`src/design/dcpwm_pkg.sv`:
```
/*
 * Constants for the two-channel pulse width modulator: register offsets,
 * field positions, widths and reset values.
 * Assumes a 32-bit APB slave port with byte addresses on paddr.
 */
package dcpwm_pkg;

	// ==========================================================
	// Widths
	localparam int DCPWM_ADDR_W = 8;                // APB address bits decoded
	localparam int DCPWM_CNT_W = 16;                // Period, duty and phase width
	localparam int DCPWM_PRE_W = 8;                 // Width of each prescale stage
	localparam int DCPWM_NCH = 2;                   // Number of output channels

	// ==========================================================
	// Register offsets (byte addresses)
	localparam logic [7:0] DCPWM_OFF_CTRL = 8'h00;      // Enables and edge modes
	localparam logic [7:0] DCPWM_OFF_PRESCALE = 8'h04;  // Both prescale stages
	localparam logic [7:0] DCPWM_OFF_CH0_LIMIT = 8'h08; // Channel 0 period limit
	localparam logic [7:0] DCPWM_OFF_CH0_DUTY = 8'h0C;  // Channel 0 duty match
	localparam logic [7:0] DCPWM_OFF_CH0_PHASE = 8'h10; // Channel 0 phase
	localparam logic [7:0] DCPWM_OFF_CH1_LIMIT = 8'h14; // Channel 1 period limit
	localparam logic [7:0] DCPWM_OFF_CH1_DUTY = 8'h18;  // Channel 1 duty match
	localparam logic [7:0] DCPWM_OFF_CH1_PHASE = 8'h1C; // Channel 1 phase
	localparam logic [7:0] DCPWM_OFF_STATUS = 8'h20;    // Live period counters

	// ==========================================================
	// Field positions
	localparam int DCPWM_CTRL_EN_LSB = 0;           // Output enable, one bit per channel
	localparam int DCPWM_CTRL_DUAL_LSB = 2;         // Dual-edge select, one bit per channel
	localparam int DCPWM_PRE_A_LSB = 0;             // Stage a in PRESCALE
	localparam int DCPWM_PRE_B_LSB = 8;             // Stage b in PRESCALE

	// ==========================================================
	// Reset values
	localparam logic [3:0] DCPWM_RST_CTRL = 4'h0;
	localparam logic [7:0] DCPWM_RST_PRE = 8'h00;
	localparam logic [15:0] DCPWM_RST_LIMIT = 16'h00FF;
	localparam logic [15:0] DCPWM_RST_DUTY = 16'h0000;
	localparam logic [15:0] DCPWM_RST_PHASE = 16'h0000;

endpackage

```
`src/design/dcpwm_top.sv`:
```
/*
 * Two-channel pulse width modulator with an APB register slave.
 * Both channels share a two-stage prescaler; each has its own period limit,
 * duty match, phase, edge mode and output enable.
 * Assumes one 100 MHz clock and an APB master that holds a request until
 * it samples pready high.
 */

module dcpwm_top
	import dcpwm_pkg::*;
(
	// Clock and reset
	input wire logic clk,
	input wire logic rst_n,
	// APB slave
	input wire logic psel,
	input wire logic penable,
	input wire logic pwrite,
	input wire logic [DCPWM_ADDR_W-1:0] paddr,
	input wire logic [31:0] pwdata,
	input wire logic [3:0] pstrb,
	output logic [31:0] prdata,
	output logic pready,
	output logic pslverr,
	// Modulated outputs
	output logic [DCPWM_NCH-1:0] pwm_out
);

	// ==========================================================
	// State
	typedef struct packed {
		logic [3:0] ctrl;                       // Enables and edge modes
		logic [DCPWM_PRE_W-1:0] prescale_stage_a; // First divider setting
		logic [DCPWM_PRE_W-1:0] prescale_stage_b; // Second divider setting
		logic [DCPWM_NCH-1:0][DCPWM_CNT_W-1:0] channel_period_limit;
		logic [DCPWM_NCH-1:0][DCPWM_CNT_W-1:0] channel_duty_match;
		logic [DCPWM_NCH-1:0][DCPWM_CNT_W-1:0] channel_phase;
		logic [DCPWM_PRE_W-1:0] div_a;          // First stage counter
		logic [DCPWM_PRE_W-1:0] div_b;          // Second stage counter
		logic [DCPWM_NCH-1:0][DCPWM_CNT_W-1:0] period_cnt; // Per channel period counters
		logic [DCPWM_NCH-1:0] out;              // Registered outputs
		logic ready;                            // APB answer
		logic slverr;                           // Unmapped address answer
		logic [31:0] rdata;                     // APB read data
	} dcpwm_state_t;

	dcpwm_state_t state_reg;
	dcpwm_state_t state_next;
	logic tick_a;                               // First stage wraps this cycle
	logic tick;                                 // Shared prescaled tick
	logic hit;                                  // Address maps to a register
	logic [31:0] cur_val;                       // Current value at the address
	logic [31:0] wr_val;                        // Value after byte-lane merge

	// ==========================================================
	// Functions

	// Byte-lane merge of write data over old contents
	function automatic logic [31:0] dcpwm_merge(input logic [31:0] old, input logic [31:0] wd,
		input logic [3:0] strb);
		logic [31:0] res;
		res = old;
		for (int i = 0; i < 4; i++) begin
			if (strb[i]) begin
				res[8*i +: 8] = wd[8*i +: 8];
			end
		end
		return res;
	endfunction

	// Waveform level for one channel at one counter value
	function automatic logic dcpwm_wave(input logic [15:0] cnt, input logic [15:0] limit,
		input logic [15:0] duty, input logic [15:0] phase, input logic dual);
		logic [16:0] span;
		logic [16:0] pos;
		logic [16:0] lo;
		span = {1'b0, limit} + 17'h00001;
		// Phase moves the start of the waveform; out-of-range phase acts as zero
		if (phase > limit) begin
			pos = {1'b0, cnt};
		end else if (cnt >= phase) begin
			pos = {1'b0, cnt} - {1'b0, phase};
		end else begin
			pos = {1'b0, cnt} + span - {1'b0, phase};
		end
		lo = (span - {1'b0, duty}) >> 1;
		if (duty > limit) begin
			return 1'b1;
		end else if (!dual) begin
			return pos < {1'b0, duty};
		end else begin
			// Pulse centred in the period
			return (pos >= lo) && (pos < lo + {1'b0, duty});
		end
	endfunction

	// ==========================================================
	// Next state
	always_comb begin
		state_next = state_reg;
		// Cascaded prescaler; >= keeps it sane if a stage shrinks mid-count
		tick_a = state_reg.div_a >= state_reg.prescale_stage_a;
		tick = tick_a && (state_reg.div_b >= state_reg.prescale_stage_b);
		if (tick_a) begin
			state_next.div_a = '0;
			state_next.div_b = (state_reg.div_b >= state_reg.prescale_stage_b) ? '0 :
				state_reg.div_b + 8'h01;
		end else begin
			state_next.div_a = state_reg.div_a + 8'h01;
		end
		// Channels run side by side on the shared tick
		for (int ch = 0; ch < DCPWM_NCH; ch++) begin
			if (tick) begin
				if (state_reg.period_cnt[ch] >= state_reg.channel_period_limit[ch]) begin
					state_next.period_cnt[ch] = '0;
				end else begin
					state_next.period_cnt[ch] = state_reg.period_cnt[ch] + 16'h0001;
				end
			end
			// Disabled channel drives a steady low
			state_next.out[ch] = state_reg.ctrl[DCPWM_CTRL_EN_LSB + ch] &&
				dcpwm_wave(state_reg.period_cnt[ch], state_reg.channel_period_limit[ch],
				state_reg.channel_duty_match[ch], state_reg.channel_phase[ch],
				state_reg.ctrl[DCPWM_CTRL_DUAL_LSB + ch]);
		end
		// Address decode and current contents
		hit = 1'b1;
		unique case ({paddr[7:2], 2'b00})
			DCPWM_OFF_CTRL: cur_val = {28'h0000000, state_reg.ctrl};
			DCPWM_OFF_PRESCALE: cur_val = {16'h0000, state_reg.prescale_stage_b, state_reg.prescale_stage_a};
			DCPWM_OFF_CH0_LIMIT: cur_val = {16'h0000, state_reg.channel_period_limit[0]};
			DCPWM_OFF_CH0_DUTY: cur_val = {16'h0000, state_reg.channel_duty_match[0]};
			DCPWM_OFF_CH0_PHASE: cur_val = {16'h0000, state_reg.channel_phase[0]};
			DCPWM_OFF_CH1_LIMIT: cur_val = {16'h0000, state_reg.channel_period_limit[1]};
			DCPWM_OFF_CH1_DUTY: cur_val = {16'h0000, state_reg.channel_duty_match[1]};
			DCPWM_OFF_CH1_PHASE: cur_val = {16'h0000, state_reg.channel_phase[1]};
			DCPWM_OFF_STATUS: cur_val = {state_reg.period_cnt[1], state_reg.period_cnt[0]};
			default: begin
				cur_val = 32'h00000000;
				hit = 1'b0;
			end
		endcase
		wr_val = dcpwm_merge(cur_val, pwdata, pstrb);
		// APB: one wait state, then pready for one cycle
		state_next.ready = 1'b0;
		state_next.slverr = 1'b0;
		if (psel && penable && !state_reg.ready) begin
			state_next.ready = 1'b1;
			state_next.slverr = !hit;
			state_next.rdata = pwrite ? 32'h00000000 : cur_val;
		end
		// Write lands at the edge where the master samples pready
		if (psel && penable && state_reg.ready && pwrite && hit) begin
			unique case ({paddr[7:2], 2'b00})
				DCPWM_OFF_CTRL: state_next.ctrl = wr_val[3:0];
				DCPWM_OFF_PRESCALE: begin
					state_next.prescale_stage_a = wr_val[DCPWM_PRE_A_LSB +: DCPWM_PRE_W];
					state_next.prescale_stage_b = wr_val[DCPWM_PRE_B_LSB +: DCPWM_PRE_W];
				end
				DCPWM_OFF_CH0_LIMIT: state_next.channel_period_limit[0] = wr_val[15:0];
				DCPWM_OFF_CH0_DUTY: state_next.channel_duty_match[0] = wr_val[15:0];
				DCPWM_OFF_CH0_PHASE: state_next.channel_phase[0] = wr_val[15:0];
				DCPWM_OFF_CH1_LIMIT: state_next.channel_period_limit[1] = wr_val[15:0];
				DCPWM_OFF_CH1_DUTY: state_next.channel_duty_match[1] = wr_val[15:0];
				DCPWM_OFF_CH1_PHASE: state_next.channel_phase[1] = wr_val[15:0];
				default: begin
					// Status is read-only
				end
			endcase
		end
	end

	// ==========================================================
	// State register
	always_ff @(posedge clk or negedge rst_n) begin
		if (!rst_n) begin
			state_reg.ctrl <= DCPWM_RST_CTRL;
			state_reg.prescale_stage_a <= DCPWM_RST_PRE;
			state_reg.prescale_stage_b <= DCPWM_RST_PRE;
			state_reg.channel_period_limit <= {DCPWM_NCH{DCPWM_RST_LIMIT}};
			state_reg.channel_duty_match <= {DCPWM_NCH{DCPWM_RST_DUTY}};
			state_reg.channel_phase <= {DCPWM_NCH{DCPWM_RST_PHASE}};
			state_reg.div_a <= '0;
			state_reg.div_b <= '0;
			state_reg.period_cnt <= '0;
			state_reg.out <= '0;
			state_reg.ready <= 1'b0;
			state_reg.slverr <= 1'b0;
			state_reg.rdata <= 32'h00000000;
		end else begin
			state_reg <= state_next;
		end
	end

	// Outputs straight from flip-flops
	assign prdata = state_reg.rdata;
	assign pready = state_reg.ready;
	assign pslverr = state_reg.slverr;
	assign pwm_out = state_reg.out;
endmodule

```
`config.mk`:
```
export PLATFORM = sky130hd
export DESIGN_NAME = dcpwm_top
export DESIGN_NICKNAME = d
export VERILOG_FILES = /design/src/design/dcpwm_pkg.sv /design/src/design/dcpwm_top.sv
export SDC_FILE = /design/constraint.sdc
export NUM_CORES = 1
export LEC_CHECK = 0
export ABC_AREA = 1
export BUFFER_PORTS_ARGS = -buffer_cell sky130_fd_sc_hd__buf_2
export CAP_MARGIN = 20
export CORE_MARGIN = 2
export CORE_UTILIZATION = 40
export CTS_BUF_LIST = sky130_fd_sc_hd__clkbuf_4 sky130_fd_sc_hd__clkbuf_8
export DETAILED_ROUTE_END_ITERATION = 16
export GPL_ROUTABILITY_DRIVEN = 0
export PLACE_DENSITY = 0.57
export SYNTH_ARGS = -nofsm -noshare
export SYNTH_HDL_FRONTEND = slang
export SYNTH_SLANG_ARGS = --single-unit
export TNS_END_PERCENT = 30
```
`constraint.sdc`:
```
create_clock -name clk -period 4.8 [get_ports clk]
set_input_delay 0.72 -clock clk [delete_from_list [all_inputs] [get_ports clk]]
set_output_delay 0.72 -clock clk [all_outputs]
set_load 0.02 [all_outputs]
```
# [Yosys cells after proc, flatten, opt, wreduce, memory -nomap -nowiden]
# Index checks and enable logic that the tools add are counted.
# Widths: inputs -> output; s select.
[word_totals] n_memories=0 romBits=0 output_inout_bits=36 word_cells=97 latch_bits=0 regBits=200 inputBits=49 ram_bits=0
[op_classes] n_div=0 n_reduce_logical=22 addsub=16 n_mux=18 n_shift=0 mul=0 n_eq_ne=8 order_cmp=16 bitwise=0
[ops] cell="$pmux 32 s9" n=1
[ops] cell="$mux 17" n=4
[ops] cell="$sub 17x16->17" n=4
[ops] cell="$ge 16x16->1" n=4
[ops] cell="$gt 16x16->1" n=4
[ops] cell="$add 16x1->17 const B" n=2
[ops] cell="$add 16x16->17" n=2
[ops] cell="$add 16x17->17" n=2
[ops] cell="$ge 17x16->1" n=2
[ops] cell="$lt 17x16->1" n=2
[ops] cell="$lt 17x17->1" n=2
[ops] cell="$mux 34" n=1
[ops] cell="$sub 16x16->17" n=2
[ops] cell="$add 16x1->16 const B" n=2
[ops] cell="$mux 16" n=2
[ops] cell="$mux 32" n=1
[ops] cell="$mux 8" n=4
[ops] cell="$eq 6x3->1 const B" n=4
[ops] cell="$add 8x1->8 const B" n=2
[ops] cell="$ge 8x8->1" n=2
[ops] cell="$reduce_and 2->1" n=8
[ops] cell="$eq 6x2->1 const B" n=2
[ops] cell="$logic_and 1x1->1" n=10
[ops] cell="$reduce_or 9->1" n=1
[ops] cell="other kinds (5)" n=10

# [Depth between registers and ports, before layout]
# Gate-level depths: netlist of run 1.
[logic_depth] depth_word=10 mapped_depth=37 depth_no_buf=37

# [Worst setup path before layout of run 1]
# No wires, ideal clock.
[synth_timing] path_type="register to register" from="register state_reg[148] (netlist name)" to="register state_reg (netlist bit pwm_out[0])" path_buffers=0 synth_period_minus_slack_ns=4.603 path_stages_with_launch=32 arrival_time_ns=4.484 required_ns=4.681 slack_ns=0.197 path_cell_list="dfstp_2 ha_1 nand2_1 nor2_4 nand3_1 xor2_1 ha_1 nand2_1 o21ai_0 a21o_1 xor2_1 inv_1 ha_1 nand2_1 inv_1 nand4_1 o211ai_1 nand2_1 a21oi_1 a31oi_1 o21ai_0 xor2_1 ha_1 nand2_1 nor2_1 nand4_1 nor4_1 nand2_1 nand3_1 nand2_1 inv_1 a21oi_2"
[synth_lines] item="start, declared" line="dcpwm_top.sv:47" rtl="dcpwm_state_t state_reg;"
[synth_lines] item="start signal, assigned" line="dcpwm_top.sv:191" rtl="state_reg <= state_next;"

==> flow_metrics.tcl, run 1 <==
set metrics [dict create \
    tns_ps -576 \
    clock-sinks 200 \
    drc 0 \
    synth_common_cells "nand2_1 (651), inv_1 (397), ha_1 (346)" \
    synth_area_per_cell_um2 7.41 \
    synth_area_leaders "dfrtp_1 (21%), ha_1 (19%), nand2_1 (11%), inv_1 (6.7%), a21oi_1 (5.1%)" \
    status "complete, but fails checks" \
    synthDominantCellAreaShare_pct 20.7 \
    largest_reg_flops 164 \
    rows 86 \
    grt_setup_unrepaired "yes" \
    io_pins 85 \
    synth_compound_area_share_pct 17.4 \
    leakagePower_uw 0.0143 \
    peakVddDrop_mv 0.202 \
    clk-insertion-delay-late_ps 540 \
    synth_top_cell_by_area "dfrtp_1" \
    initial_core_util_pct 40.4 \
    finalWorstSetupSlack_ps -297 \
    crit_start "state_reg[164]" \
    end_kind "flop" \
    synthXorXnorAreaFrac_pct 5.08 \
    synthMuxAreaShare_pct 0.0450 \
    max-slew-margin-rel_pct 36.4 \
    reg2reg_from "state_reg[164]" \
    yosysWarningCount 0 \
    numPortBuffers 64 \
    grt_max_degree 113 \
    timing.reg2reg.setup_slack_ps -300 \
    synth_simple_gate_area_share_pct 22.4 \
    synth_top_family_by_area "adder cells" \
    final_nets 3800 \
    synthCells 2999 \
    fillers 5338 \
    grt-ovfl-total 0 \
    yosys.area_share.adder_pct 22.9 \
    powerDensity_nw_per_um2 158 \
    path_clk_slew_ps 110 \
    postCtsHoldBufs 0 \
    final_hold_viol_count 0 \
    finalMaxSlewViolations 0 \
    place_ws_ps -555 \
    post-route-period-util_pct 106 \
    ys_ff_latch 200 \
    grt_pass1_vias 22500 \
    vias_per_cell 5.39 \
    routed_wl_um 77500 \
    hold-worst-slack_ps 229 \
    die_w_um 240 \
    core_area_um2 55000 \
    htree_levels 4 \
    syn_to_final_growth_pct 22.0 \
    avgRoutedWirePerCell_um 18.8 \
    cp-start-kind "flop" \
    r2r_end "pwm_out[1]" \
    cts_tree "yes" \
    cp_max_fo 5 \
    grt_usage_pct 27.1 \
    cp.arrival_ps 5530 \
    cpPeakStageDelay_ps 570 \
    synthArstFlopShare_pct 100 \
    path_delay_family "simple AND/OR/NAND/NOR gates" \
    ant_nets 0 \
    clock_path_buffers 2 \
    drv_cap 0 \
    fp.dieH_um 240 \
    vias 22300 \
    yosysSeqAreaShare_pct 22.6 \
    critical_path.slowest_cell "dfstp_2" \
    path_common_cell "nand2_1" \
    worst-setup-path-type "reg -> reg" \
    cts_buffers 17 \
    die-area_um2 57500 \
    clock_skew_ps 21.3 \
    min_path_type "in -> async" \
    syn_area_um2 22200 \
    dr.pass1.iters 5 \
    drtIter0Drc 1476 \
    period_needed_ps 5100 \
    synth_ff_type "dfrtp_1" \
    fmax_mhz 196 \
    rr_worst_depth 34 \
    drive_above_1_share_pct 22.5 \
    path_buf_inv 6 \
    synth_fp_nets 3432 \
    grt_pass1_wl_um 120000 \
    cts-root-buf "clkbuf_8" \
    tightest_slew_ps 954 \
    yosysMostFrequentCell "nand2_1" \
    cp.required_ps 5230 \
    dp_hpwl_um 63800 \
    setup_viol 2 \
    synth_edf_count 0 \
    antenna_found_initial 1 \
    violations "negative setup slack" \
    synth.distinct_cells 68 \
]
## worst register-to-register path, delay by kind of cell, from the launching register on
| family | cells | cell delay, ps |
|---|---|---|
| flops | 1 | 570 |
| xor+xnor | 3 | 440 |
| compound gates | 8 | 1130 |
| buf+inv | 6 | 590 |
| fa+ha+maj | 4 | 980 |
| simple gates | 13 | 1300 |
## kinds of logic (layout without fill, tap and decap cells)
kind of cell | count (synthesis) | in the layout
adders and majority gates | 384 | 384
other | 0 | 1
DFF | 200 | 200
AOI/OAI and AO/OA | 665 | 665
and+or+nand+nor | 1124 | 1124
muxes | 1 | 1
buffers and inverters | 496 | 877
xor gates and xnor gates | 129 | 129
## layout make-up
cell class,instances,area [µm²],share of cell area (%)
antenna,1,2.50,0.00922
clock buffer,19,249,0.918
clock inverter,13,143,0.526
inverter,421,1590,5.86
multi-input combinational,2303,16200,59.5
sequential,200,5020,18.5
tap,748,936,3.45
timing repair buffer,424,3030,11.2
## what timing repair did
item,CTS,global route
buffers inserted,3,16
pin swaps,15,72
endpoints found under the setup margin,2,2
cloned,0,0
gates resized for setup,67,123
## stage by stage
step | util, % | cell area (µm²) | cells | power, µW
after global routing | 49.3 | 27100 | 4128 | 4530
after detailed placement | 46.4 | 25500 | 4077 | 3030
after floorplan | - | 22200 | 2999 | 2510
after CTS | 47.8 | 26300 | 4112 | 4220
final | 49.3 | 27100 | 4129 | 4280
after global placement | 46.4 | 25500 | 4077 | 3000
## worst max path at each step
stage | to | slack [ps] | cells past startpoint
after floorplan | pwm_out[0] | 200 | 31
after global placement | pwm_out[0] | -440 | 32
after detailed placement | pwm_out[0] | -550 | 33
after CTS | pwm_out[0] | -280 | 31
after global routing | pwm_out[1] | -630 | 32
final | pwm_out[1] | -300 | 34
## report_power, final
group          leakage, µW  internal [µW]  switching, µW  total, µW
Clock             0.000195            437            710       1150
Combinational       0.0118            614            817       1430
Sequential         0.00233           1700           8.64       1700
Total               0.0143           2750           1540       4280
## placed cells by master, fill, tap and decap left out, types with 29 or more instances in the layout
cell type,count
nand2_1,642
inv_1,390
buf_4,360
ha_1,313
a21oi_1,197
dfrtp_1,184
o21ai_0,172
nor2_1,162
nand3_1,104
xor2_1,78
buf_2,63
o21ai_1,58
o22ai_1,42
nor3_1,38
fa_1,37
nand2_2,35
ha_4,31
a21oi_2,29
## layer usage
metal,vias to the layer above,track usage (%),part of all wire (%)
li1,10800,-,-
met1,10700,32.8,41
met2,594,48.4,50
met3,165,2.37,4.1
met4,0,12.9,4.9
met5,-,0,0
No activity file was read; power rests on OpenSTA's default activity.
==> run 2: changes to the inputs <==
--- a/config.mk
+++ b/config.mk
@@ -9,11 +9,11 @@
 export BUFFER_PORTS_ARGS = -buffer_cell sky130_fd_sc_hd__buf_2
 export CAP_MARGIN = 20
 export CORE_MARGIN = 2
-export CORE_UTILIZATION = 40
+export CORE_UTILIZATION = 49
 export CTS_BUF_LIST = sky130_fd_sc_hd__clkbuf_4 sky130_fd_sc_hd__clkbuf_8
 export DETAILED_ROUTE_END_ITERATION = 16
 export GPL_ROUTABILITY_DRIVEN = 0
-export PLACE_DENSITY = 0.57
+export PLACE_DENSITY = 0.67
 export SYNTH_ARGS = -nofsm -noshare
 export SYNTH_HDL_FRONTEND = slang
 export SYNTH_SLANG_ARGS = --single-unit
==> flow_metrics.tcl, run 2 (same netlist as run 1, synthesis figures left out) <==
set metrics [dict create \
    status "complete, but fails checks" \
    violations "design-rule violations, negative setup slack" \
    numPortBuffers 64 \
    core_area_um2 45100 \
    end_kind "flop" \
    reg2reg_from "state_reg[165]" \
    critical_path.slowest_cell "dfstp_2" \
    cpPeakStageDelay_ps 560 \
    mostFrequentLayoutCell "nand2_1" \
    leakagePower_uw 0.0143 \
    tns_ps -701 \
    finalWorstSetupSlack_ps -374 \
    fp.dieH_um 217 \
    powerDensity_nw_per_um2 163 \
    cp-start-kind "flop" \
    finalMaxSlewViolations 0 \
    fin_area_um2 26700 \
    final_cell_mix "nand2_1 (643), inv_1 (390), buf_4 (348)" \
    grt-ovfl-total 0 \
    grt_pass1_wl_um 117000 \
    cp_max_fo 4 \
    path_clk_slew_ps 140 \
    vias 22500 \
    crit_start "state_reg[165]" \
    die-area_um2 47100 \
    cts-root-buf "clkbuf_8" \
    ant_nets 0 \
    use_met2_pct 55.6 \
    min_path_type "in -> async" \
    clk-insertion-delay-late_ps 560 \
    syn_to_final_growth_pct 19.9 \
    gr-usage-met1_pct 36.9 \
    drtIter0Drc 1576 \
    drive_above_1_share_pct 21.6 \
    grt_setup_unrepaired "yes" \
    placed_area_um2 25300 \
    die_w_um 217 \
    cts_buffers 17 \
    tightest_slew_ps 882 \
    setup_viol 2 \
    initial_core_util_pct 49.3 \
    post-route-period-util_pct 108 \
    clock_path_buffers 2 \
    dr.pass1.iters 13 \
    fmax_mhz 193 \
    io_pins 85 \
    cts_tree "yes" \
    clock-sinks 200 \
    fin_util_pct 59.2 \
    drc 2 \
    htree_levels 4 \
    path_common_cell "nand2_1" \
    dp_hpwl_um 60900 \
    antenna_found_initial 1 \
    gr-max-usage-layer "met2" \
    grtUsageMet3_pct 3.83 \
    drv_cap 0 \
    period_needed_ps 5170 \
    final_hold_viol_count 0 \
    rows 78 \
    final_nets 3790 \
    routed_wl_um 74800 \
    cp.arrival_ps 5630 \
    grt_usage_pct 31.7 \
    place_ws_ps -562 \
    grt_pass1_vias 22900 \
    grt_max_degree 107 \
    clock_skew_ps 31.3 \
    peakVddDrop_mv 0.156 \
    largest_reg_flops 164 \
    avgRoutedWirePerCell_um 18.8 \
    postCtsHoldBufs 0 \
    vias_per_cell 5.68 \
    worst-setup-path-type "reg -> reg" \
    cp.required_ps 5260 \
    max-slew-margin-rel_pct 41.2 \
]
run 2: metal layers:
metal / part of all wire, % / vias up
met1: 40 / 10800
met5: 0 / -
met2: 49 / 741
li1: - / 10800
met3: 5.1 / 230
met4: 6.5 / 0
run 2: per-stage QoR:
stage	power (µW)	instances	hold slack [ps]
floorplan	2510	2999	424
global placement	2990	3917	455
detailed placement	3030	3917	462
CTS	4290	3957	189
global route	4580	3971	222
finish	4360	3971	145
run 2: where the power goes:
group	switching, µW	total (µW)	internal (µW)
clock	753	1210	455
combinational	824	1440	620
sequential	8.27	1700	1700
total	1590	4360	2770
run 2: what timing repair did:
action | CTS | global route
hold endpoints to repair | 0 | 0
setup endpoints to repair | 2 | 2
setup buffers | 8 | 13
resized for setup | 77 | 89
pin swaps | 17 | 57
run 2: final timing paths:
check,to,slack [ps],cells past startpoint
max reg2reg,pwm_out[1],-370,36
min in group clk,pready,430,3
min,state_reg[133],150,1
max in group asynchronous,state_reg[129],3570,2
max,pwm_out[1],-370,36
min reg2reg,pready,480,1
run 2: final cells by class:
class,instances,area [µm²]
Antenna cell,1,2.50
Clock buffer,18,248
Clock inverter,14,171
Fill cell,4156,18400
Inverter,421,1590
Multi-Input combinational cell,2303,15900
Sequential cell,200,5020
Tap cell,600,751
Timing Repair Buffer,414,2970
run 2: worst max-delay path, delay by kind of cell (launching register included):
kind	cells	cell delay, ps
compound gates	6	880
fa+ha+maj	4	1090
xor+xnor	2	250
flops	1	560
simple gates	20	2050
buf+inv	4	260
